**config.mk**
```make
export PLATFORM = sky130hd
export DESIGN_NAME = sdcke_power_ctl
export DESIGN_NICKNAME = d
export VERILOG_FILES = /design/src/shared/sdcke_pkg.sv /design/src/shared/sdcke_burst_if.sv /design/src/logic/sdcke_power_ctl.sv /design/src/logic/sdcke_burst_seq.sv
export SDC_FILE = /design/constraint.sdc
export NUM_CORES = 1
export LEC_CHECK = 0
export BUFFER_PORTS_ARGS = -buffer_cell sky130_fd_sc_hd__buf_2
export CELL_PAD_IN_SITES_DETAIL_PLACEMENT = 0
export CELL_PAD_IN_SITES_GLOBAL_PLACEMENT = 1
export CORE_ASPECT_RATIO = 0.5
export CORE_MARGIN = 2
export CORE_UTILIZATION = 41
export CTS_CLUSTER_DIAMETER = 40
export DETAILED_ROUTE_END_ITERATION = 16
export PLACE_DENSITY_LB_ADDON = 0.2
export SYNTH_ARGS = -nofsm -noshare
export SYNTH_HDL_FRONTEND = slang
export SYNTH_SLANG_ARGS = --single-unit
export TNS_END_PERCENT = 10
```
**constraint.sdc**
```tcl
create_clock -name core_clk -period 2.15 [get_ports core_clk]
set_input_delay 0.43 -clock core_clk [delete_from_list [all_inputs] [get_ports core_clk]]
set_output_delay 0.43 -clock core_clk [all_outputs]
set_load 0.1 [all_outputs]
```
**src/shared/sdcke_pkg.sv**
```systemverilog
// constants and types for the sdram clock-enable power control block
package sdcke_pkg;

  // clock and refresh timing
  localparam int CLK_MHZ = 40;
  localparam int REF_WINDOW_MS = 64;
  localparam int REF_CMDS = 4096;
  // longest spacing, so rounded down
  localparam int REF_STEP_CYC = REF_WINDOW_MS * 1000 * CLK_MHZ / REF_CMDS;
  localparam int REF_DIV_W = $clog2(REF_STEP_CYC);
  localparam int REF_ROW_W = $clog2(REF_CMDS);

  // address fields
  localparam int ROW_LSB = 0;
  localparam int ROW_W = 12;
  localparam int BANK_LSB = 12;
  localparam int BANK_W = 2;
  localparam int NUM_BANKS = 4;
  localparam int ADDR_W = 14;
  localparam int AUTO_DEACT_BIT = 10;

  // end-of-access tails, in cycles after the last data cycle
  localparam int WR_TAIL_CYC = 2;
  localparam int RD_TAIL_EXTRA = 1;
  localparam int TAIL_W = 3;

  // burst length codes
  localparam logic [2:0] BL_PAGE = 3'h7;

  // command pins {row strobe, column strobe, write enable}, active low
  localparam logic [2:0] CMD_ACT = 3'h3;
  localparam logic [2:0] CMD_READ = 3'h5;
  localparam logic [2:0] CMD_WRITE = 3'h4;
  localparam logic [2:0] CMD_PRE = 3'h2;
  localparam logic [2:0] CMD_REF = 3'h1;
  localparam logic [2:0] CMD_NOP = 3'h7;

  typedef enum logic [1:0] {
    ST_RUN = 2'h0,
    ST_SUSP = 2'h1,
    ST_PDOWN = 2'h2,
    ST_SREF = 2'h3
  } sdcke_state_t;

endpackage : sdcke_pkg

```
**src/shared/sdcke_burst_if.sv**
```systemverilog
// burst sequencer hookup between command logic and column counter
`timescale 1ns/10ps
interface sdcke_burst_if #(
  parameter int COL_W = 8
);
  logic start;
  logic il;
  logic [2:0] len;
  logic [COL_W-1:0] col0;
  logic hold;
  logic [COL_W-1:0] col;
  logic busy;
  logic last;

  modport ctl (output start, il, len, col0, hold, input col, busy, last);
  modport seq (input start, il, len, col0, hold, output col, busy, last);
endinterface : sdcke_burst_if

```
**src/logic/sdcke_power_ctl.sv**
```systemverilog
// sdram clock-enable command handling: self-refresh, power-down, suspend
// Behaviour
// - clock enable falling with refresh pins and all banks idle enters self-refresh
// - self-refresh ends on clock enable rising with deselect or no-operation pins
// - falling clock enable with no access runs that command, then power-down
// - falling clock enable during access suspends internal clock from next cycle
// - masks are ignored on clock-enable command cycles, address only on the rising one
// - read access ends one cycle after the last data-out cycle
// - write access ends two cycles after the last data-in cycle
// - activate takes row from address bits 0-11, bank from 12-13
// - column address width follows organisation, bits 0-7 for x16
// - 4096 refresh commands cover all banks within 64 ms
// - bursts are serial or interleaved, length 1, 2, 4, 8 or page
// - data masked per cycle, two lane masks only for x16
// - everything is sampled on the single system clock
// - deselected pins are ignored, running bursts continue
// - auto-deactivate bit high closes the bank once the access ends, after its end-of-access tail
`timescale 1ns/10ps
module sdcke_power_ctl
  import sdcke_pkg::*;
#(
  parameter int COL_W = 8,
  parameter int LANES = 2
) (
  // clock and reset
  input wire logic core_clk,
  input wire logic resetn,
  // command pins
  input wire logic cke,
  input wire logic cs_n,
  input wire logic ras_n,
  input wire logic cas_n,
  input wire logic we_n,
  input wire logic [ADDR_W-1:0] addr_pins,
  input wire logic [LANES-1:0] upper_lower_lane_mask,
  // mode settings
  input wire logic [2:0] burst_len_code,
  input wire logic burst_interleave,
  input wire logic [1:0] read_latency,
  // power state
  output logic int_clk_en,
  output logic self_refresh,
  output logic power_down,
  output logic clock_suspend,
  output logic access_busy,
  // bank and burst state
  output logic [NUM_BANKS-1:0] bank_open_q,
  output logic [ROW_W-1:0] act_row_q,
  output logic [BANK_W-1:0] act_bank_q,
  output logic [COL_W-1:0] burst_col_q,
  output logic burst_valid_q,
  output logic [LANES-1:0] data_mask_q,
  // refresh
  output logic [REF_ROW_W-1:0] refresh_row_q,
  output logic self_ref_tick_q
);

  ////////////////////////////////////////////////////////////////////////
  // pin decode

  sdcke_state_t st_q, st_d;
  logic cke_prev_q;
  logic [TAIL_W-1:0] tail_q;
  logic wr_q;
  logic ap_q;
  logic [BANK_W-1:0] ap_bank_q;
  logic busy_prev_q;
  logic [REF_DIV_W-1:0] ref_div_q;

  sdcke_burst_if #(.COL_W(COL_W)) bif ();

  wire [2:0] cmd_pins = {ras_n, cas_n, we_n};
  wire [BANK_W-1:0] bank_sel = addr_pins[BANK_LSB +: BANK_W];
  wire clk_run = (st_q == ST_RUN);
  wire cke_fall = cke_prev_q && !cke;
  wire cke_cmd_cyc = (cke_prev_q != cke);
  wire cmd_en = clk_run && cke_prev_q && !cs_n;
  wire all_idle = ~|bank_open_q;
  wire busy = bif.busy || (tail_q != '0);
  wire sref_pins = !cs_n && (cmd_pins == CMD_REF);
  wire exit_ok = cke && (cs_n || (cmd_pins == CMD_NOP));
  wire is_act = cmd_en && (cmd_pins == CMD_ACT);
  wire is_rd = cmd_en && (cmd_pins == CMD_READ);
  wire is_wr = cmd_en && (cmd_pins == CMD_WRITE);
  wire is_pre = cmd_en && (cmd_pins == CMD_PRE);
  // refresh with clock enable low is self-refresh entry, not auto-refresh
  wire is_ref = cmd_en && cke && (cmd_pins == CMD_REF);
  wire close_ap = ap_q && busy_prev_q && !busy;
  wire [TAIL_W-1:0] rd_tail = TAIL_W'(read_latency + RD_TAIL_EXTRA - 1);
  wire [TAIL_W-1:0] wr_tail = TAIL_W'(WR_TAIL_CYC - 1);
  wire ref_step_done = (ref_div_q == REF_DIV_W'(REF_STEP_CYC - 1));

  assign int_clk_en = clk_run;
  assign self_refresh = (st_q == ST_SREF);
  assign power_down = (st_q == ST_PDOWN);
  assign clock_suspend = (st_q == ST_SUSP);
  assign access_busy = busy;

  ////////////////////////////////////////////////////////////////////////
  // clock-enable state machine

  always_comb begin
    st_d = st_q;
    unique case (st_q)
      ST_RUN: begin
        if (cke_fall) begin
          if (sref_pins && all_idle) st_d = ST_SREF;
          else if (busy) st_d = ST_SUSP;
          else st_d = ST_PDOWN;
        end
      end
      ST_SREF: if (exit_ok) st_d = ST_RUN;
      ST_PDOWN: if (cke) st_d = ST_RUN;
      ST_SUSP: if (cke) st_d = ST_RUN;
    endcase
  end

  always_ff @(posedge core_clk) begin
    if (!resetn) begin
      st_q <= ST_RUN;
      cke_prev_q <= 1'b1;
    end else begin
      st_q <= st_d;
      cke_prev_q <= cke;
    end
  end

  ////////////////////////////////////////////////////////////////////////
  // burst and end-of-access tracking

  assign bif.start = is_rd || is_wr;
  assign bif.il = burst_interleave;
  assign bif.len = burst_len_code;
  assign bif.col0 = addr_pins[COL_W-1:0];
  assign bif.hold = !clk_run;

  sdcke_burst_seq u_seq (
    .core_clk(core_clk),
    .resetn(resetn),
    .bif(bif.seq)
  );

  always_ff @(posedge core_clk) begin
    if (!resetn) begin
      tail_q <= '0;
      wr_q <= 1'b0;
    end else if (bif.start) begin
      tail_q <= '0;
      wr_q <= is_wr;
    end else if (clk_run && bif.last) begin
      tail_q <= wr_q ? wr_tail : rd_tail;
    end else if (clk_run && tail_q != '0) begin
      tail_q <= TAIL_W'(tail_q - 1'b1);
    end
  end

  always_ff @(posedge core_clk) begin
    if (!resetn) begin
      ap_q <= 1'b0;
      ap_bank_q <= '0;
      busy_prev_q <= 1'b0;
    end else begin
      busy_prev_q <= busy;
      if (bif.start) begin
        ap_q <= addr_pins[AUTO_DEACT_BIT];
        ap_bank_q <= bank_sel;
      end else if (close_ap) begin
        ap_q <= 1'b0;
      end
    end
  end

  ////////////////////////////////////////////////////////////////////////
  // bank open state

  for (genvar b = 0; b < NUM_BANKS; b++) begin : g_bank
    wire hit = (bank_sel == BANK_W'(b));
    wire pre_hit = is_pre && (addr_pins[AUTO_DEACT_BIT] || hit);
    wire ap_hit = close_ap && (ap_bank_q == BANK_W'(b));
    always_ff @(posedge core_clk) begin
      if (!resetn) bank_open_q[b] <= 1'b0;
      else if (is_act && hit) bank_open_q[b] <= 1'b1;
      else if (pre_hit || ap_hit) bank_open_q[b] <= 1'b0;
    end
  end

  ////////////////////////////////////////////////////////////////////////
  // captured fields, masks and refresh

  always_ff @(posedge core_clk) begin
    if (!resetn) begin
      act_row_q <= '0;
      act_bank_q <= '0;
    end else if (is_act) begin
      act_row_q <= addr_pins[ROW_LSB +: ROW_W];
      act_bank_q <= bank_sel;
    end
  end

  always_ff @(posedge core_clk) begin
    if (!resetn) begin
      burst_col_q <= '0;
      burst_valid_q <= 1'b0;
      data_mask_q <= '0;
    end else begin
      if (clk_run) begin
        burst_col_q <= bif.col;
        burst_valid_q <= bif.busy;
      end
      if (clk_run && !cke_cmd_cyc) data_mask_q <= upper_lower_lane_mask;
    end
  end

  // self-refresh paces rows so 4096 fit in the window
  always_ff @(posedge core_clk) begin
    if (!resetn || st_q != ST_SREF) begin
      ref_div_q <= '0;
    end else begin
      ref_div_q <= ref_step_done ? '0 : REF_DIV_W'(ref_div_q + 1'b1);
    end
  end

  always_ff @(posedge core_clk) begin
    if (!resetn) begin
      refresh_row_q <= '0;
      self_ref_tick_q <= 1'b0;
    end else begin
      self_ref_tick_q <= self_refresh && ref_step_done;
      if (is_ref || (self_refresh && ref_step_done))
        refresh_row_q <= REF_ROW_W'(refresh_row_q + 1'b1);
    end
  end
endmodule : sdcke_power_ctl

```
**src/logic/sdcke_burst_seq.sv**
```systemverilog
// burst column sequencer, serial or interleaved, freezable
`timescale 1ns/10ps
module sdcke_burst_seq
  import sdcke_pkg::*;
(
  // clock and reset
  input wire logic core_clk,
  input wire logic resetn,
  // command side
  sdcke_burst_if.seq bif
);
  localparam int CW = $bits(bif.col);

  logic [CW-1:0] base_q;
  logic [CW-1:0] cnt_q;
  logic [CW-1:0] mask_q;
  logic il_q;
  logic busy_q;
  wire [CW-1:0] len_mask;
  wire [CW-1:0] offs;

  // wrap stays inside the burst-length block
  assign len_mask = (bif.len == BL_PAGE) ? '1 : CW'((32'h1 << bif.len) - 32'h1);
  assign offs = il_q ? (base_q ^ cnt_q) : CW'(base_q + cnt_q);
  assign bif.col = (base_q & ~mask_q) | (offs & mask_q);
  assign bif.busy = busy_q;
  assign bif.last = busy_q && (cnt_q == mask_q);

  always_ff @(posedge core_clk) begin
    if (!resetn) begin
      base_q <= '0;
      cnt_q <= '0;
      mask_q <= '0;
      il_q <= 1'b0;
      busy_q <= 1'b0;
    end else if (bif.start && !bif.hold) begin
      base_q <= bif.col0;
      cnt_q <= '0;
      mask_q <= len_mask;
      il_q <= bif.il;
      busy_q <= 1'b1;
    end else if (busy_q && !bif.hold) begin
      cnt_q <= CW'(cnt_q + 1'b1);
      busy_q <= !bif.last;
    end
  end
endmodule : sdcke_burst_seq

```
==> impl_metrics.toml <==
[drt]
ant_nets = 0
vias_per_cell = 5.03
wl_per_cell_um = 13.9
drt_iter0_markers = 216
drc = 0
dr.pass1.iters = 6
wirelength_mm = 10.3
vias = 3720

[synthesis]
synth_area_um2 = 4270
synth_fa_ha_area_frac = 0.0633
synth-compound-area-share = 0.161
yosysWarnings = 0
synth_seq_cells = 89
synth_xor_area_frac = 0.0677
synth-simple-area-share = 0.242
synth_mux_area_frac = 0.0117
synth_top_family_by_area = "simple AND/OR/NAND/NOR gates"
ys_seq_area_frac = 0.417
syn_nets = 561
async_flop_share = 0
syn_inst = 511
syn_avg_cell_area_um2 = 8.35
synth_cell_type_count = 52
synth-edff-count = 0
synth_top_flop_cell = "dfxtp_1"

[timing]
setup_viol = 0
slew-limit-headroom = 0.664
tns_ps = 0
finClkSkew_ps = 7.06
hold_viol = 0
drv_slew = 0
worst_slack_ps = 88.5
holdWs_ps = 314
max_freq_mhz = 485
period_share = 0.959
min_period_ps = 2060
worst_pin_slew_ps = 504
rsz0062_at_grt = "no"

[placement]
place.gp.congestion = 0.804
dp_hpwl_mm = 7.47
place_inst = 724
place_area_um2 = 4910
port_buffers = 75
pre_cts_slack_ps = 152

[global_route]
grt_pass1_vias = 3465
grt_pass1_wl_mm = 17.2
grt_use_total = 0.192
gr-total-overflow = 0
grt_max_degree = 26
grt_antenna_before_repair = 0

[clock_tree]
cts_tree = "yes"
cts.reportedPaths.clkPinSlew_ps = 70
insertion_delay_ps = 340
cts_inserted_buffers = 9
cts_root_buf = "clkbuf_16"
htreeDepth = 3
cts_buffer_depth = 2
cts_sinks = 89

[layout]
fin_cells = 740
syn2layout_area_growth_pct = 22.9
antenna_cells = 0
drive_above_1_share = 0.198
nFillCells = 999
multi_input_comb_area_um2 = 2360
final_area_um2 = 5250
final_nets = 645
utilization = 0.515
seqCellArea_um2 = 1780

[die]
io_pins = 76
initial_core_util = 0.419
fp.dieH_um = 76.1
dieArea_um2 = 11300
die_w_um = 148
coreArea_um2 = 10200
num_rows = 26

[power]
swShare = 0.388
power.density_nw_per_um2 = 1060
combPwrFrac = 0.359
p_int_mw = 3.42
seqPwrFrac = 0.338
ir_drop_mv = 0.594
total_leakage_power_nw = 2.14
power_switching_mw = 2.17
finalPower_mw = 5.58
clkPwrFrac = 0.304

[critical_path]
crit_type = "reg -> out"
crit_arrival_ps = 1630
r2r_slack_ps = 140
startpoint_type = "flip-flop"
path_delay_family = "buffers and inverters"
crit_fanout = 3
required_ps = 1720
path_cells = "inv_1 > ha_1 > ha_1 > nor2b_4 > inv_1 > buf_4 > buf_12"
setup.worst_path.end_class = "primary output"
critPathSlowestCell = "dfxtp_2"
critical_path_buf_inv_count = 4
slowest_delay_ps = 330

[worst_hold_path]
hold_class = "in -> reg"

[outcome]
status = "complete, no violations"

[run]
max_cap_violations = 0
==> cells in the final DEF (no fill, tap or decap), types with 3 or more instances in the layout <==
| cell | instances |
|---|---|
| nor3_1 | 5 |
| nor2_1 | 45 |
| xnor2_1 | 15 |
| o21ai_1 | 4 |
| o211ai_1 | 5 |
| a311oi_1 | 4 |
| nand2_1 | 92 |
| a21oi_1 | 34 |
| nand3_1 | 17 |
| nor2b_1 | 6 |
| a211oi_1 | 4 |
| a21boi_1 | 21 |
| nand2b_1 | 6 |
| nand4_1 | 11 |
| clkbuf_16 | 9 |
| o21ai_0 | 15 |
| ha_1 | 18 |
| and2_1 | 4 |
| or3_1 | 5 |
| and3_1 | 5 |
| nand3b_1 | 6 |
| dfxtp_1 | 88 |
| inv_1 | 19 |
| buf_4 | 20 |
| xor2_1 | 18 |
| buf_2 | 73 |
| o211a_1 | 3 |
| mux2i_1 | 5 |
==> cells in the mapped netlist (3+ instances only) <==
| cell type | instances | area share |
|---|---|---|
| nand2_1 | 92 | 0.081 |
| dfxtp_1 | 89 | 0.42 |
| nor2_1 | 45 | 0.040 |
| a21oi_1 | 34 | 0.040 |
| a21boi_1 | 21 | 0.037 |
| ha_1 | 20 | 0.059 |
| inv_1 | 19 | 0.017 |
| xor2_1 | 18 | 0.037 |
| clkbuf_1 | 17 | 0.015 |
| nand3_1 | 17 | 0.020 |
| o21ai_0 | 15 | 0.018 |
| xnor2_1 | 15 | 0.031 |
| nand4_1 | 11 | 0.016 |
| nor2b_1 | 7 | 0.010 |
| nand2b_1 | 6 | 0.0088 |
| nand3b_1 | 6 | 0.011 |
| and3_1 | 5 | 0.0073 |
| mux2i_1 | 5 | 0.012 |
| nor3_1 | 5 | 0.0059 |
| o211ai_1 | 5 | 0.0088 |
| or3_1 | 5 | 0.0073 |
| a211oi_1 | 4 | 0.0070 |
| a311oi_1 | 4 | 0.0082 |
| and2_1 | 4 | 0.0059 |
| o21ai_1 | 4 | 0.0047 |
| buf_2 | 3 | 0.0035 |
| o211a_1 | 3 | 0.0070 |
==> cell families (layout without fill, tap and decap cells) <==
kind of cell    count (synthesis)  after routing
fa+ha+maj                      21             21
buf+inv                        41            130
xor+xnor                       33             33
mux                             5              5
compound gates                104            104
simple gates                  218            218
flops                          89             89
==> routing by layer <==
metal  GRT usage  vias up  share of wire
met1       0.258     1737           0.50
met3      0.0623       12          0.040
met2       0.298       46           0.45
met4      0.0495        0          0.012
met5           0        -              0
li1            -     1925              -
==> layout make-up <==
class	count	share of cell area
inverters	20	0.0143
well taps	140	0.0334
flip-flops and latches	89	0.340
clock inverters	5	0.0150
clock buffers	11	0.0463
multi-input cells	381	0.449
repair buffers	94	0.102
==> registers in the layout, summed over array words and instances (netlist names), 2 cells and up <==
signal	flops
burst_col_q	8
u_seq.base_q	8
st_q	2
ref_div_q	10
act_bank_q	2
data_mask_q	2
ap_bank_q	2
bank_open_q	4
tail_q	3
u_seq.cnt_q	8
u_seq.mask_q	8
act_row_q	12
refresh_row_q	12
==> worst register-to-register path, stage by stage, from the launching register on <==
cell,delay [ps]
dfxtp_1,340
ha_1,310
a211oi_1,340
o32ai_1,170
a31oi_1,270
mux2i_1,250
xnor2_1,130
a21oi_1,80
==> timing repair <==
action                     CTS  global route
setup endpoints to repair    2             1
gates resized for setup      2             2
hold buffers                 0             0
setup buffers                0             0
cloned                       0             0
==> power by group through the flow <==
stage	logic, mW	clock network (mW)	registers [mW]
2_1_floorplan	1.09	0	2.30
3_3_place_gp	1.98	0	1.91
3_5_place_dp	1.97	0	1.92
4_1_cts	1.99	1.74	1.88
5_1_grt	2.16	1.81	1.90
6_report	2.00	1.70	1.88
==> path summary, 6_finish.rpt <==
check / cells past startpoint / endpoint / start
worst max-delay path: 7 / access_busy / tail_q[0]
worst min-delay path: 3 / cke_prev_q / cke
worst max register to register: 7 / burst_col_q[7] / u_seq.cnt_q[1]
worst min register to register: 2 / act_row_q[7] / act_row_q[7]
Note: power is estimated with default switching activity, not from simulation.
